===== config.mk =====
export PLATFORM = sky130hd
export DESIGN_NAME = bus_matrix_arbiter_config
export DESIGN_NICKNAME = d
export VERILOG_FILES = /design/src/verilog/matrix_cfg_pkg.sv /design/src/verilog/slave_arbiter.sv /design/src/verilog/bus_matrix_arbiter_config.sv
export SDC_FILE = /design/constraint.sdc
export NUM_CORES = 1
export LEC_CHECK = 0
export BUFFER_PORTS_ARGS = -buffer_cell sky130_fd_sc_hd__buf_2
export CAP_MARGIN = 30
export CORE_MARGIN = 3
export CORE_UTILIZATION = 40
export CTS_BUF_LIST = sky130_fd_sc_hd__clkbuf_8
export DETAILED_ROUTE_END_ITERATION = 16
export PLACE_DENSITY = 0.62
export SLEW_MARGIN = 0
export SYNTH_ARGS = -nofsm -noshare
export SYNTH_HDL_FRONTEND = slang
export SYNTH_SLANG_ARGS = --single-unit

===== constraint.sdc =====
create_clock -name mclk -period 11.8 [get_ports mclk]
set_clock_uncertainty 0.05 [all_clocks]
set_input_delay 1.18 -clock mclk [delete_from_list [all_inputs] [get_ports mclk]]
set_output_delay 1.18 -clock mclk [all_outputs]
set_load 0.1 [all_outputs]

===== src/verilog/matrix_cfg_pkg.sv =====
package matrix_cfg_pkg;
    // Priority field width and levels
    localparam int PRIO_W = 2;
    localparam logic [1:0] LVL_NORMAL = 2'h0;
    localparam logic [1:0] LVL_BW_SENS = 2'h1;
    localparam logic [1:0] LVL_LAT_SENS = 2'h2;
    localparam logic [1:0] LVL_LAT_CRIT = 2'h3;
    // Pools that use round-robin inside
    localparam logic [1:0] POOL_LOWEST = 2'h0;
    localparam logic [1:0] POOL_HIGHEST = 2'h3;
    // Default geometry
    localparam int NUM_MASTERS = 8;
    localparam int NUM_CS = 4;
    localparam int NUM_SYSIO = 8;
    localparam int SRC_W = 8;
    // Key that unlocks the protection mode register
    localparam logic [23:0] PROTECT_KEY = 24'h4d4154;
    // Protection mode register layout
    localparam int KEY_LSB = 8;
    localparam int PEN_BIT = 0;
    // Dynamic gating bit positions
    localparam int GATE_MATRIX = 0;
    localparam int GATE_BRIDGE = 1;
    localparam int GATE_FLASH = 2;
    localparam logic [2:0] GATE_RESET = 3'h0;
endpackage : matrix_cfg_pkg


===== src/verilog/slave_arbiter.sv =====
`timescale 1ns/1ps
`default_nettype none
// One slave arbiter: fixed priority between pools, round-robin in the
// highest and lowest pools, grant held until the transfer ends.
module slave_arbiter #(
    parameter int NM = 8
) (
    input wire logic mclk,
    input wire logic srst,
    input wire logic [NM-1:0] req,
    input wire logic [2*NM-1:0] prio,
    input wire logic xfer_done,
    output logic [NM-1:0] grant,
    output logic [1:0] grant_prio,
    output logic busy
);
    localparam int IW = (NM > 1) ? $clog2(NM) : 1;

    // Refused at elaboration: the owner index is at most four bits wide
    if (NM < 2 || NM > 16) begin : g_bad_nm
        $error("slave_arbiter: NM must be 2..16");
    end

    // Whole state as one struct
    typedef struct packed {
        logic busy;
        logic [IW-1:0] owner;
        logic [IW-1:0] last;
        logic [1:0] lvl;
    } arb_t;

    arb_t st;
    arb_t next_st;
    logic [1:0] best; // Highest requested level
    logic [IW-1:0] pick; // Chosen master
    logic found;
    logic [IW-1:0] idx;

    // Master priority field for one master
    function automatic logic [1:0] prio_of(input logic [2*NM-1:0] p,
                                            input int m);
        prio_of = p[2*m +: 2];
    endfunction : prio_of

    // Decision logic
    always_comb begin
        next_st = st;
        best = 2'h0;
        pick = '0;
        found = 1'b0;
        idx = '0;
        // Highest level among requesters wins across pools
        for (int m = 0; m < NM; m++) begin
            if (req[m] && prio_of(prio, m) > best) begin
                best = prio_of(prio, m); // see R01 see R03
            end
        end
        if (best == matrix_cfg_pkg::POOL_HIGHEST ||
            best == matrix_cfg_pkg::POOL_LOWEST) begin
            // Round-robin by rising master number after the last owner
            for (int k = 1; k <= NM; k++) begin
                idx = IW'((int'(st.last) + k) % NM);
                if (!found && req[idx] &&
                    prio_of(prio, int'(idx)) == best) begin
                    pick = idx;
                    found = 1'b1;
                end
            end
        end else begin
            // Intermediate pools: lowest master number breaks ties
            for (int m = NM - 1; m >= 0; m--) begin
                if (req[m] && prio_of(prio, m) == best) begin
                    pick = IW'(m); // see R02
                    found = 1'b1;
                end
            end
        end
        if (st.busy) begin
            // Grant stays until the transfer completes
            if (xfer_done) begin
                next_st.busy = 1'b0;
            end
        end else if (found) begin
            next_st.busy = 1'b1;
            next_st.owner = pick;
            next_st.last = pick;
            next_st.lvl = best;
        end
    end

    always_ff @(posedge mclk) begin
        if (srst) begin
            st <= '0;
        end else begin
            st <= next_st;
        end
    end

    // One-hot grant from the held owner
    always_comb begin
        grant = '0;
        if (st.busy) begin
            grant[st.owner] = 1'b1;
        end
    end
    assign grant_prio = st.lvl;
    assign busy = st.busy;
endmodule : slave_arbiter
`default_nettype wire


===== src/verilog/bus_matrix_arbiter_config.sv =====
`timescale 1ns/1ps
`default_nettype none
// Functional notes
// Fixed priority between different priority pools.
// Intermediate pools also use fixed priority.
// Highest programmed priority number wins.
// Equal priority broken by master number.
// Priority from per-master fields, two registers.
// Highest/lowest pools use round-robin, rising number.
// Four levels: normal, bandwidth, latency, critical.
// Forward request priority to SRAM ports.
// System I/O select overrides PIO enables; here it switches io_out only and io_oe follows pio_oe.
// Pad modes stay with PIO controller.
// Each chip select assignable to NAND.
// NAND strobes drive on assigned chip selects.
// Three independent clock gating enable bits.
// Protect enable blocks protected register writes.
// Blocked write sets violation flag.
// Violation records target register.
// Keyed mode write clears violation flag.
// One grant, held until transfer completes.
module bus_matrix_arbiter_config #(
    parameter int NM = matrix_cfg_pkg::NUM_MASTERS,
    parameter int NS = 4,
    parameter int NCS = matrix_cfg_pkg::NUM_CS,
    parameter int NIO = matrix_cfg_pkg::NUM_SYSIO
) (
    input wire logic mclk,
    input wire logic srst,
    // Requests per slave, flattened slave-major
    input wire logic [NS*NM-1:0] slave_req,
    input wire logic [NS-1:0] slave_done,
    output logic [NS*NM-1:0] slave_grant,
    // Priority level forwarded to each SRAM port slave
    output logic [2*NS-1:0] sram_req_prio,
    // Configuration write port
    input wire logic [NS-1:0] prio_a_wr,
    input wire logic [NS-1:0] prio_b_wr,
    input wire logic [NM-1:0] prio_wdata,
    input wire logic master_cfg_wr,
    input wire logic sysio_wr,
    input wire logic [NIO-1:0] sysio_wdata,
    input wire logic nand_cs_wr,
    input wire logic [NCS-1:0] nand_cs_wdata,
    input wire logic gating_wr,
    input wire logic [2:0] gating_wdata,
    input wire logic protect_mode_wr,
    input wire logic [31:0] protect_mode_wdata,
    // System I/O lines
    input wire logic [NIO-1:0] sys_func_out,
    input wire logic [NIO-1:0] pio_out,
    input wire logic [NIO-1:0] pio_oe,
    input wire logic [NIO-1:0] pio_pad_mode,
    output logic [NIO-1:0] io_out,
    output logic [NIO-1:0] io_oe,
    output logic [NIO-1:0] io_pad_mode,
    // Static memory strobes
    input wire logic [NCS-1:0] static_chip_select_line,
    input wire logic smc_rd,
    input wire logic smc_wr,
    output logic nand_output_strobe,
    output logic nand_write_strobe,
    // Status
    output logic matrix_gate_en,
    output logic bridge_gate_en,
    output logic flash_ctrl_gate_en,
    output logic protect_enable,
    output logic protect_violation_flag,
    output logic [matrix_cfg_pkg::SRC_W-1:0] violation_source,
    output logic [NIO-1:0] system_io_select,
    output logic [NCS-1:0] nand_chip_select_assign,
    output logic [NM*2*NS-1:0] master_priority_field,
    output logic [NM-1:0] master_config
);
    localparam int SRC_W = matrix_cfg_pkg::SRC_W;
    localparam int MW = 2 * NM;

    // Refuse geometry the logic cannot serve: the violation source keeps
    // seven bits for the slave index and one code for master config
    if (NM < 2 || NM > 16 || NS < 1 || NS > 64 ||
        NCS < 1 || NIO < 1) begin : g_bad_geom
        $error("bus_matrix_arbiter_config: bad geometry");
    end

    // All configuration state as one struct
    typedef struct packed {
        logic [NS*MW-1:0] prio;
        logic [NM-1:0] mcfg;
        logic [NIO-1:0] sysio;
        logic [NCS-1:0] ncs;
        logic [2:0] gate;
        logic pen;
        logic viol;
        logic [SRC_W-1:0] src;
    } cfg_t;

    cfg_t st;
    cfg_t next_st;
    logic blocked; // A protected write was attempted this cycle
    logic [SRC_W-1:0] blk_src;
    logic key_ok;
    logic [NS-1:0] arb_busy; // Each arbiter holds a grant

    // Source code of a write: bit 7 flags B, low bits the slave
    function automatic logic [SRC_W-1:0] src_code(input int s,
                                                  input logic is_b);
        src_code = {is_b, 7'(s)};
    endfunction : src_code

    assign key_ok = protect_mode_wdata[31:matrix_cfg_pkg::KEY_LSB] ==
                    matrix_cfg_pkg::PROTECT_KEY;

    // Register updates with protection; the lock is the registered enable,
    // so a write in the cycle that arms it still lands
    always_comb begin
        next_st = st;
        blocked = 1'b0;
        blk_src = '0;
        // Priority registers of every slave; when several writes are
        // refused together only the last one in this order is recorded
        for (int s = 0; s < NS; s++) begin
            // Register A holds the low half of masters, B the upper half
            if (prio_a_wr[s]) begin
                if (st.pen) begin
                    blocked = 1'b1;
                    blk_src = src_code(s, 1'b0);
                end else begin
                    next_st.prio[s*MW +: NM] = prio_wdata;
                end
            end
            if (prio_b_wr[s]) begin
                if (st.pen) begin
                    blocked = 1'b1;
                    blk_src = src_code(s, 1'b1);
                end else begin
                    next_st.prio[s*MW+NM +: NM] = prio_wdata;
                end
            end
        end
        // The master configuration word is locked by the same enable
        if (master_cfg_wr) begin
            if (st.pen) begin
                blocked = 1'b1;
                blk_src = 8'h7f;
            end else begin
                next_st.mcfg = prio_wdata;
            end
        end
        // Line selection, NAND assignment and gating are never locked
        if (sysio_wr) begin
            next_st.sysio = sysio_wdata;
        end
        if (nand_cs_wr) begin
            next_st.ncs = nand_cs_wdata;
        end
        if (gating_wr) begin
            next_st.gate = gating_wdata;
        end
        // Keyed write updates enable and clears the flag
        if (protect_mode_wr && key_ok) begin
            next_st.pen = protect_mode_wdata[matrix_cfg_pkg::PEN_BIT];
            next_st.viol = 1'b0;
        end
        // A new violation wins over a clear in the same cycle
        if (blocked) begin
            next_st.viol = 1'b1;
            next_st.src = blk_src;
        end
    end

    // State register; reset clears every setting and the flag, and gives
    // the gating bits their reset pattern
    always_ff @(posedge mclk) begin
        if (srst) begin
            st <= '0;
            st.gate <= matrix_cfg_pkg::GATE_RESET;
        end else begin
            st <= next_st;
        end
    end

    // One arbiter per slave
    genvar g;
    generate
        for (g = 0; g < NS; g++) begin : g_arb
            slave_arbiter #(.NM(NM)) u_arb (
                .mclk(mclk),
                .srst(srst),
                .req(slave_req[g*NM +: NM]),
                .prio(st.prio[g*MW +: MW]),
                .xfer_done(slave_done[g]),
                .grant(slave_grant[g*NM +: NM]),
                .grant_prio(sram_req_prio[2*g +: 2]), // see R08
                .busy(arb_busy[g])
            );

        end
    endgenerate

    // System I/O mux on data only; PIO enables and pad modes pass through
    always_comb begin
        for (int i = 0; i < NIO; i++) begin
            io_out[i] = st.sysio[i] ? sys_func_out[i] : pio_out[i];
        end
    end
    assign io_oe = pio_oe;
    assign io_pad_mode = pio_pad_mode;

    // NAND strobes for any access on an assigned chip select
    assign nand_output_strobe =
        |(static_chip_select_line & st.ncs) && smc_rd;
    assign nand_write_strobe =
        |(static_chip_select_line & st.ncs) && smc_wr;

    assign matrix_gate_en = st.gate[matrix_cfg_pkg::GATE_MATRIX];
    assign bridge_gate_en = st.gate[matrix_cfg_pkg::GATE_BRIDGE];
    assign flash_ctrl_gate_en = st.gate[matrix_cfg_pkg::GATE_FLASH];
    assign protect_enable = st.pen;
    assign protect_violation_flag = st.viol;
    assign violation_source = st.src;
    assign system_io_select = st.sysio;
    assign nand_chip_select_assign = st.ncs;
    assign master_priority_field = st.prio;
    assign master_config = st.mcfg;
endmodule : bus_matrix_arbiter_config
`default_nettype wire


Yosys cells after proc, flatten, opt, wreduce, memory -nomap -nowiden
Index checks and enable logic that the tools add are counted.

Add/sub/neg operators: 32. Multipliers: 0. Divide/modulo/power cells: 0. Magnitude comparators: 72. Eq/ne operators: 69. Shift operators: 32. Multiplexer cells: 328. Bitwise logic cells: 6. Reductions and logical operators: 182.

Operator list (number): $shiftx 16x5->2 (32); $mux 3 (68); $mux 1 (167); $mux 8 (20); $lt 3x4->1 const B (36); $logic_and 1x1->1 (131); $eq 2x2->1 (64); $bmux 1 s3 (32); $mux 2 (32); $gt 2x2->1 (28); $add 3x3->3 const B (16); $mux 9 (5); $logic_not 1->1 (28); $reduce_and 2->1 (13); $add 3x1->3 const B (8); $add 3x2->3 const B (8); $eq 24x23->1 const B (1); $demux 1 s3 (4); $ge 3x1->1 const B (4); $eq 2x2->1 const B (4); $gt 2x1->1 const B (4); $logic_not 2->1 (4); $not 1->1 (5); $and 4x4->4 (1); other kinds (3) (6).

Flip-flop bits (word level): 121. Latch bits: 0. Bits in writable memories: 0. ROM bits: 0. Bits of input ports: 144. Output and inout port bits: 163. Logic and storage cells: 748. Memories: 0.

Depth between registers and ports, before layout
Gate-level depths: netlist of the first run.

Depth after elaboration: 65. Mapped depth: 57. Depth with buffers taken out: 55.

Modules after synthesis
Synthesis of the first run repeated with hierarchy kept, for this count alone.

Cells, all modules: 1928. Area, all modules: 16748.6 µm².

By module, submodules not included: slave_arbiter at g_arb[0].u_arb ... (instances 2, cells each 407, area each 3425.8 µm², sequential area each 120.1 µm²); bus_matrix_arbiter_config (instances 1, cells each 369, area each 3728.6 µm², sequential area each 1861.8 µm²); slave_arbiter at g_arb[3].u_arb (instances 1, cells each 380, area each 3143.0 µm², sequential area each 120.1 µm²); slave_arbiter at g_arb[2].u_arb (instances 1, cells each 365, area each 3025.4 µm², sequential area each 120.1 µm²).

Least setup slack after synthesis of the first run
No wires, ideal clock.

Path kind: flip-flop to flip-flop. Start point: register st, in the netlist master_priority_field[1]. End point: register g_arb[0].u_arb.st, in the netlist g_arb[0].u_arb.grant_prio[1]. Setup time: 0.128 ns. Arrival: 10.700 ns. Path slack: 0.922 ns. Cell stages (with the launch flop): 50. Buffers on the path: 1. Clock period less this slack: 10.878 ns. Path through: dfxtp_1 > nand2_1 > ha_1 > a21boi_1 > o21a_1 > mux2_2 > ha_1 > nor3b_1 > or2_2 > o221ai_1 > mux2_2 > ha_1 > nor2_1 > o211ai_1 > o21a_1 > nand2_1 > o21ai_0 > ha_1 > [14 not listed] > o21ai_0 > nor2_1 > mux2i_1 > inv_1 > ha_1 > nand2_1 > o211a_1 > nor2_1 > a32oi_1 > buf_2 > mux2_2 > a2bb2o_1 > a221oi_1 > nand4bb_1 > mux2_2 > o21bai_1 > mux2i_1 > nor2_1.

Word-level cells in the longest chain between the ends: 64.

Ends and longest elaborated chain: from (decl) (RTL line bus_matrix_arbiter_config.sv:97) `cfg_t st;`; from (signal assigned) (RTL line bus_matrix_arbiter_config.sv:178) `st <= next_st;`; $gt 2x1->1 (RTL line slave_arbiter.sv:54) `if (req[m] && prio_of(prio, m) > best) begin`; $logic_and 1x1->1 (RTL line slave_arbiter.sv:54); $mux 2 (RTL line slave_arbiter.sv:54); $gt 2x2->1 (RTL line slave_arbiter.sv:54); $logic_and 1x1->1 (RTL line slave_arbiter.sv:54); $mux 2 (RTL line slave_arbiter.sv:54); $gt 2x2->1 (RTL line slave_arbiter.sv:54); $logic_and 1x1->1 (RTL line slave_arbiter.sv:54); [46 not listed]; $logic_and 1x1->1 (2 in a row) (RTL line slave_arbiter.sv:63) `if (!found && req[idx] &&`; $mux 1 (RTL line slave_arbiter.sv:63); $mux 1 (RTL line slave_arbiter.sv:58) `if (best == matrix_cfg_pkg::POOL_HIGHEST ||`; $logic_not 1->1 (RTL line slave_arbiter.sv:63); $logic_and 1x1->1 (2 in a row) (RTL line slave_arbiter.sv:63); $mux 1 (RTL line slave_arbiter.sv:63); $mux 1 (RTL line slave_arbiter.sv:58); $reduce_and 2->1 (no source line); to (signal assigned) (RTL line slave_arbiter.sv:95) `st <= next_st;`; to (decl) (RTL line slave_arbiter.sv:32) `arb_t st;`.

Parallel ways exist; a longest one is shown, timed or not. The select of a mux whose other input is x is not followed. A chain may end at the register's enable or synchronous reset.

==> results of run 1 <==
per-stage QoR:
stage	utilization	instance area [µm²]	hold slack, ns
after floorplan	-	14850	0.4117
after global placement	0.4512	16280	0.4267
after detailed placement	0.4512	16280	0.4403
after CTS	0.4631	16710	0.4620
after global routing	0.4676	16870	0.4909
final	0.4676	16870	0.4472
tightest hold or removal path, stage by stage (launching register included):
cell	delay [ns]
dfxtp_1	0.33
mux2i_1	0.06
nor2_1	0.07
cell usage in the layout (no fill, tap or decap), drive strengths merged, types with 50 or more instances in the layout:
cell type | synthesis | final
mux4 | 96 | 96
buf | 60 | 298
ha | 60 | 60
nor2 | 168 | 168
o21ai | 68 | 68
inv | 71 | 77
nand3 | 50 | 50
a21oi | 85 | 85
mux2i | 127 | 127
dfxtp | 117 | 117
xnor2 | 70 | 70
nand2 | 202 | 202
metal layers:
layer,GRT usage,vias up
met2,0.3955,659
met5,0,-
li1,-,7099
met3,0.04268,82
met1,0.3208,7317
met4,0.08641,2
path summary, 6_finish.rpt:
| check | from | end | slack [ns] | cells past startpoint |
|---|---|---|---|---|
| min | g_arb[3].u_arb.grant_prio[0] | g_arb[3].u_arb.grant_prio[0] | 0.45 | 2 |
| max reg2reg | master_priority_field[1] | register | 0.95 | 49 |
| max | slave_req[0] | register | 0.69 | 50 |
| min reg2reg | g_arb[3].u_arb.grant_prio[0] | g_arb[3].u_arb.grant_prio[0] | 0.45 | 2 |
power breakdown:
part / internal (µW) / leakage (µW) / switching (µW)
sequential: 444 / 0.000965 / 101
clock: 214 / 0.000211 / 200
combinational: 1100 / 0.00602 / 1710
kinds of logic after synthesis:
family                   after synthesis  synth area share
AO/OA/AOI/OAI                        423            0.2027
XOR/XNOR                              85           0.05012
adder cells (fa/ha/maj)               62           0.05189
buffers and inverters                220           0.06478
flip-flops                           117            0.1577
multiplexers                         257            0.2574
AND/OR/NAND/NOR                      661            0.2154
timing repair:
item	4_1_cts	5_1_grt
buffers inserted	0	4
setup endpoints to repair	0	15
resized for setup	0	24
area by class of cell:
cell class	instances	area, µm²	share of cell area
Timing Repair Buffer	298	1572	0.09313
Tap cell	461	576.8	0.03418
Inverter	71	266.5	0.01579
Clock inverter	15	193.9	0.01149
Clock buffer	17	234.0	0.01387
Sequential cell	117	2342	0.1388
Multi-Input combinational cell	1488	11680	0.6924
Antenna cell	2	5.005	0.0002966
==> flow_summary_export.csv, run 1 <==
group,metric,value,unit
timing,slew_headroom,0.3373,
synth,synth_seq_cells,117,
setup_path,required,12.10,ns
timing,setup_viol,0,
clock_network,clockBufferDepth,2,
synth,yosys.area.top_type_share,0.1577,
drt,wl_met3,3.776,mm
clock_network,cts.hold.buffers_added,0,
floorplanning,dieWidth,198.7,µm
clock_network,clk_pin_slew,0.08,ns
floorplanning,core,36090,µm²
timing,report.final.slew_viol_count,0,
timing,hold_viol_final,0,
power,vdd_ir_drop_max,0.1350,mV
placed_design,gp_congestion,0.9186,
drt,drtAntennaViolNets,0,
drt,met2_length,22.93,mm
floorplanning,initial_utilization,0.4116,
synth,yosysTopAreaCell,"dfxtp_1",
synth,synth-edff-count,0,
synth,yosys_warnings,0,
synth,seq_area_frac_synth,0.1577,
setup_path,arrival,11.41,ns
global_routing,grt_remaining_overflow,0,
timing,fin_setup_tns,0,ns
synth,synth_nets,2029,
setup_path,critPathMostFrequentCell,"ha_1",
timing,setup_ws,0.6906,ns
synth,synth.most_common_cell,"nand2_1",
drt,drc_errors,0,
synth,yosys-top-cells-count,"202 x nand2_1, 168 x nor2_1, 127 x mux2i_1",
setup_path,cp_num_buf_inv,3,
timing,timing.fmax,90.01,MHz
global_routing,grt_pass1_wl,76.90,mm
power,powerDensity,223.4,nW/µm²
synth,syn-cell-area,14850,µm²
drt,highest_layer,"met5",
floorplanning,rows,69,
finish,instances_no_fill,2469,
drt,via_per_inst,6.140,
run,cap_violations,0,
synth,async_reset_ff_frac,0,
power,leakagePower,0.007193,µW
global_routing,grt_max_degree,87,
drt,met1_length,21.58,mm
synth,synth.distinct_cells,95,
drt,vias,15160,
timing,post-route-period-util,0.9415,
placed_design,io_buffers,267,
setup_path,path_delay_family,"compound AO/OA/AOI/OAI gates",
clock_network,clock-sinks,117,
clock_network,cts_tree,"built",
finish,fillers,3578,
clock_network,numCtsBuffers,17,
setup_path,slowest_stage,"o32a_1",
setup_path,crit_path_max_fanout,7,
timing,tightest_slew,0.9870,ns
clock_network,root_buffer,"clkbuf_8",
global_routing,grt_antenna_before_repair,3,
finish,fin_nets,2197,
outcome,outcome,"finished clean",
global_routing,grt_pass1_vias,14230,
setup_path,max_stage_delay,0.39,ns
synth,synth.area.top_cells,"dfxtp_1 16%, mux4_2 14%, mux2i_1 8.6%",
placed_design,dp_cells,2431,
synth,post_synth.cell_area_avg,8.139,µm²
floorplanning,die_area,39480,µm²
setup_path,critPathLaunchType,"primary input",
drt,drtIter0Drc,1041,
power,total_power,3769,µW
floorplanning,die_h,198.7,µm
timing,post-route-min-period,11.11,ns
clock_network,ctsHtreeMaxLevel,4,
synth,synth_flop_cell,"dfxtp_1",
setup_path,path_class,"in -> reg",
setup_path,endpoint_kind,"register",
clock_network,clk_latency,0.47,ns
finish,layout-drive-gt1-share,0.2547,
synth,syn_inst,1825,
placed_design,dp_slack,0.003999,ns
placed_design,dpl.hpwl,37.80,mm
drt,routed_wl,49.73,mm
finish,area.growth.synth_to_final,13.60,%
min_path,hold_path.class,"reg -> reg",
drt,wire_per_inst,20.14,µm
global_routing,grt.total_usage,0.2415,
floorplanning,ios,307,
drt,first_pass_iters,5,
No activity file was read; power rests on OpenSTA's default activity.
==> run 2: changes to the inputs <==
--- a/config.mk
+++ b/config.mk
@@ -13,3 +13,2 @@
 export DETAILED_ROUTE_END_ITERATION = 16
-export PLACE_DENSITY = 0.62
 export SLEW_MARGIN = 0
==> constraint.sdc (replaced) <==
create_clock -name mclk -period 14.3 [get_ports mclk]
set_clock_uncertainty 0.05 [all_clocks]
set_input_delay 1.43 -clock mclk [delete_from_list [all_inputs] [get_ports mclk]]
set_output_delay 1.43 -clock mclk [all_outputs]
set_load 0.02 [all_outputs]
==> run 2 against run 1 <==
Utilization is 0.74 points lower; sequential power is 18% lower; via count fell by 1.2%; total power down 25%; sequential share of layout area up 0.22 points; sequential cell count stayed put; critical path depth shrank 2; clock power decreased by 21%; cell area is 1.6% lower; setup slack gained 1.4 ns; final cell count down 0.73%; die area unchanged.
==> flow_summary_export.csv, run 2 (synthesized netlist as in run 1, its figures left out) <==
group,metric,value,unit
power,powerDensity,169.2,nW/µm²
min_path,hold_depth,2,
power,p_sw_frac,0.4993,
timing,setup_viol,0,
run,cap_violations,0,
setup_path,required,14.58,ns
setup_path,reg2reg_depth,47,
clock_network,clock-sinks,117,
floorplanning,initial_utilization,0.4116,
drt,drtIter0Drc,1117,
timing,slew_headroom,0.3448,
power,internal_power,1407,µW
timing,post-route-period-util,0.8559,
drt,wl_met3,3.879,mm
global_routing,grt_remaining_overflow,0,
timing,setup_ws,2.061,ns
clock_network,post_cts_buffers,0,
clock_network,root_buffer,"clkbuf_8",
global_routing,grt_pass1_vias,13880,
floorplanning,die_h,198.7,µm
power,combPwrFrac,0.725,
floorplanning,rows,69,
timing,fin_setup_tns,0,ns
power,p_seq_frac,0.159,
timing,post-route-min-period,12.24,ns
drt,wire_per_inst,20.12,µm
timing,holdWs,0.4095,ns
setup_path,endpoint_kind,"register",
drt,met2_length,23.11,mm
placed_design,dpl.hpwl,37.39,mm
timing,rsz0062_at_grt,"no",
placed_design,io_buffers,267,
finish,fillers,3582,
power,power_frac_clock,0.116,
setup_path,path_class,"in -> reg",
drt,met1_length,21.29,mm
power,p_sw,1403,µW
finish,final_common_cell,"buf_2",
finish,layout_common_cells,"266 x buf_2, 202 x nand2_1, 168 x nor2_1",
drt,routed_wl,49.33,mm
placed_design,placed_cell_area,16190,µm²
clock_network,cts_resized,0,
floorplanning,die_area,39480,µm²
timing,report.final.slew_viol_count,0,
clock_network,cts.hold.buffers_added,0,
floorplanning,ios,307,
clock_network,clk_latency,0.46,ns
clock_network,clk_pin_slew,0.08,ns
finish,finalInstanceArea,16610,µm²
setup_path,max_stage_delay,0.64,ns
drt,first_pass_iters,5,
clock_network,cts_tree,"built",
drt,vias,14980,
drt,drtAntennaViolNets,0,
timing,hold_viol_final,0,
setup_path,critPathLaunchType,"primary input",
drt,via_per_inst,6.113,
finish,fin_nets,2180,
floorplanning,dieWidth,198.7,µm
placed_design,dp_slack,1.751,ns
min_path,hold_path.class,"reg -> reg",
drt,drc_errors,0,
power,total_power,2810,µW
clock_network,numCtsBuffers,17,
setup_path,crit_path_max_fanout,9,
global_routing,grt_pass1_wl,76.42,mm
timing,timing.fmax,81.70,MHz
drt,highest_layer,"met5",
placed_design,gp_congestion,0.9027,
outcome,outcome,"finished clean",
setup_path,arrival,12.52,ns
timing,tightest_slew,0.9758,ns
finish,layout-drive-gt1-share,0.2378,
clock_network,ctsHtreeMaxLevel,4,
finish,area.growth.synth_to_final,11.80,%
setup_path,slowest_stage,"a32oi_2",
global_routing,grt_antenna_before_repair,3,
global_routing,grt.total_usage,0.2408,
power,leakagePower,0.007053,µW
floorplanning,core,36090,µm²
global_routing,grt_max_degree,74,
power,vdd_ir_drop_max,0.07543,mV
clock_network,clockBufferDepth,2,
[run 2: cell count changes in the layout (fill, tap and decap cells not counted), moves of 3 or more]
| cell | previous run | this run |
|---|---|---|
| xor2_1 | 12 | 15 |
| buf_4 | 32 | 15 |
| o22ai_2 | 3 | 0 |
| clkbuf_8 | 17 | 20 |
| o22ai_1 | 22 | 25 |
| xor2_2 | 3 | 0 |
[run 2: path summary, 6_finish.rpt]
path / start / to / slack, ns
worst max-delay path: slave_req[0] / g_arb[0].u_arb.grant_prio[0] / 2.06
worst min register to register: violation_source[7] / violation_source[7] / 0.41
worst min-delay path: violation_source[7] / violation_source[7] / 0.41
worst max register to register: master_priority_field[1] / g_arb[0].u_arb.grant_prio[0] / 2.61
[run 2: final cells by class]
class	instances	area, µm²	area share
Multi-Input combinational cell	1488	11560	0.6959
Sequential cell	117	2342	0.1410
Timing Repair Buffer	281	1444	0.08695
Tap cell	461	576.8	0.03473
Clock buffer	20	275.3	0.01658
Inverter	71	266.5	0.01605
Clock inverter	12	142.6	0.008590
Antenna cell	1	2.502	0.0001507
[run 2: per-layer routing]
| layer | vias to the layer above | GRT usage |
|---|---|---|
| met4 | 4 | 0.06845 |
| met3 | 72 | 0.04217 |
| li1 | 7060 | - |
| met2 | 682 | 0.4034 |
| met5 | - | 0 |
| met1 | 7164 | 0.3200 |
[run 2: power groups by stage]
| stage | sequential, µW | combinational, µW | clock, µW |
|---|---|---|---|
| final | 446 | 2040 | 327 |
| after global routing | 454 | 2230 | 348 |
| after CTS | 444 | 2020 | 337 |
| after detailed placement | 452 | 2010 | 0 |
| after global placement | 450 | 1970 | 0 |
| after floorplan | 427 | 1620 | 0 |
[run 2: critical path: cells and delay by family]
family,cells,cell delay (ns)
compound gates,18,4.50
fa+ha+maj,7,2.07
buf+inv,2,0.22
mux,7,2.32
simple gates,14,1.95
[run 2: stage by stage]
stage	utilization	cells
after global routing	0.4602	2451
final	0.4602	2451
after detailed placement	0.4485	2418
after floorplan	-	1825
after global placement	0.4485	2418
after CTS	0.4601	2450
==> run 3: changes to the inputs <==
PLACE_DENSITY = 0.65   (was unset)
==> run 3 against run 2 <==
Utilization about the same; setup slack got worse by 0.19 ns; non-clock buffer count down 3; first-iteration DRC count up 30%; critical path type unchanged.
==> flow_summary_export.csv, run 3 (synthesized netlist as in run 1, its figures left out) <==
group,metric,value,unit
global_routing,grt.total_usage,0.2416,
clock_network,numCtsBuffers,17,
floorplanning,dieWidth,198.7,µm
setup_path,crit_path_max_fanout,9,
finish,fillers,3556,
timing,post-route-min-period,12.43,ns
finish,area.growth.synth_to_final,11.74,%
timing,hold_viol_final,0,
timing,setup_ws,1.870,ns
timing,slew_headroom,0.3163,
placed_design,placed_cell_area,16160,µm²
min_path,hold_depth,2,
timing,timing.fmax,80.45,MHz
global_routing,grt_remaining_overflow,0,
power,leakagePower,0.007047,µW
setup_path,timing.rr.end,"g_arb[0].u_arb.grant_prio[0]",
timing,post-route-period-util,0.8692,
global_routing,grt_pass1_vias,14150,
global_routing,met3_usage,0.04014,
drt,via_per_inst,6.164,
setup_path,required,14.58,ns
min_path,worstHoldStart,"violation_source[7]",
clock_network,clk_latency,0.45,ns
drt,routed_wl,48.77,mm
finish,final_common_cell,"buf_2",
power,vdd_ir_drop_max,0.1246,mV
setup_path,arrival,12.71,ns
timing,setup_viol,0,
floorplanning,core,36090,µm²
power,combPwrFrac,0.720,
setup_path,slowest_stage,"a32oi_2",
clock_network,cts_tree,"built",
global_routing,grt_antenna_before_repair,4,
clock_network,ctsHtreeMaxLevel,4,
drt,drtAntennaViolNets,0,
power,power_frac_clock,0.119,
power,internal_power,1420,µW
drt,wire_per_inst,19.90,µm
finish,post-route-util,0.4599,
setup_path,reg2reg_depth,47,
drt,drc_errors,0,
clock_network,clockBufferDepth,2,
floorplanning,rows,69,
clock_network,root_buffer,"clkbuf_8",
run,cap_violations,0,
global_routing,grt_pass1_wl,77.09,mm
placed_design,dp_slack,1.645,ns
floorplanning,die_h,198.7,µm
setup_path,r2r_setup_slack,2.40,ns
global_routing,gr-usage-met2,0.3908,
finish,layout_common_cells,"266 x buf_2, 202 x nand2_1, 168 x nor2_1",
setup_path,endpoint_kind,"register",
floorplanning,die_area,39480,µm²
global_routing,grt_max_degree,64,
setup_path,r2r_start,"master_priority_field[1]",
setup_path,max_stage_delay,0.61,ns
placed_design,io_buffers,267,
timing,report.final.slew_viol_count,0,
global_routing,grt_util_met1,0.3301,
floorplanning,ios,307,
setup_path,path_class,"in -> reg",
min_path,hold_path.class,"reg -> reg",
outcome,outcome,"finished clean",
placed_design,gp_congestion,0.9368,
drt,first_pass_iters,5,
min_path,hold-path-endpoint,"violation_source[7]",
timing,rsz0062_at_grt,"no",
global_routing,grt-busiest-layer,"met2",
power,p_seq_frac,0.161,
timing,fin_setup_tns,0,ns
finish,layout-drive-gt1-share,0.2362,
clock_network,clock-sinks,117,
drt,drtIter0Drc,1450,
setup_path,critPathLaunchType,"primary input",
finish,fin_nets,2177,
clock_network,post_cts_buffers,0,
floorplanning,initial_utilization,0.4116,
power,powerDensity,170.0,nW/µm²
power,p_sw_frac,0.4969,
power,p_sw,1402,µW
clock_network,cts.hold.buffers_added,0,
clock_network,cts_resized,0,
timing,tightest_slew,1.018,ns
placed_design,dpl.hpwl,36.78,mm
finish,finalInstanceArea,16600,µm²
clock_network,clk_pin_slew,0.09,ns
drt,vias,15100,
==> run 3: area by class of cell <==
type	count	area (µm²)	area share
inverter	71	266.5	0.01606
clock buffer	20	275.3	0.01658
tap	461	576.8	0.03475
sequential	117	2342	0.1411
timing repair buffer	278	1421	0.08564
multi-input combinational	1488	11560	0.6963
clock inverter	12	151.4	0.009122
antenna	3	7.507	0.0004523
==> run 3: power groups by stage <==
stage	sequential, µW	combinational [µW]	clock, µW
after floorplan	427	1620	0
after global placement	459	1960	0
after detailed placement	461	1990	0
after CTS	453	2000	345
after global routing	464	2230	363
final	455	2030	336
==> run 3: critical path, delay by kind of cell <==
family | cells | cell delay, ns
buf+inv | 2 | 0.23
mux | 7 | 2.28
simple gates | 14 | 1.97
compound gates | 18 | 4.70
fa+ha+maj | 7 | 2.10
==> run 3: how the worst max path moves through the flow <==
stage | to | cells after the start | slack, ns | from
floorplan | g_arb[0].u_arb.grant_prio[1] | 49 | 3.32 | slave_req[0]
global placement | g_arb[0].u_arb.grant_prio[0] | 48 | 1.90 | slave_req[0]
detailed placement | g_arb[0].u_arb.grant_prio[0] | 48 | 1.65 | slave_req[0]
CTS | g_arb[0].u_arb.grant_prio[0] | 48 | 2.11 | slave_req[0]
global route | g_arb[0].u_arb.grant_prio[0] | 48 | 1.07 | slave_req[0]
finish | g_arb[0].u_arb.grant_prio[0] | 48 | 1.87 | slave_req[0]
==> run 3: routing by layer <==
layer,part of all wire,wire length (µm)
met1,0.43,20980
met2,0.46,22300
met3,0.085,4137
met4,0.027,1321
met5,0.00055,27
==> run 3: through the flow <==
step	cells	power (µW)	hold slack [ns]
finish	2450	2822	0.4030
global route	2448	3060	0.4380
CTS	2447	2800	0.4043
detailed placement	2415	2451	0.3937
global placement	2415	2415	0.3895
floorplan	1825	2049	0.4117
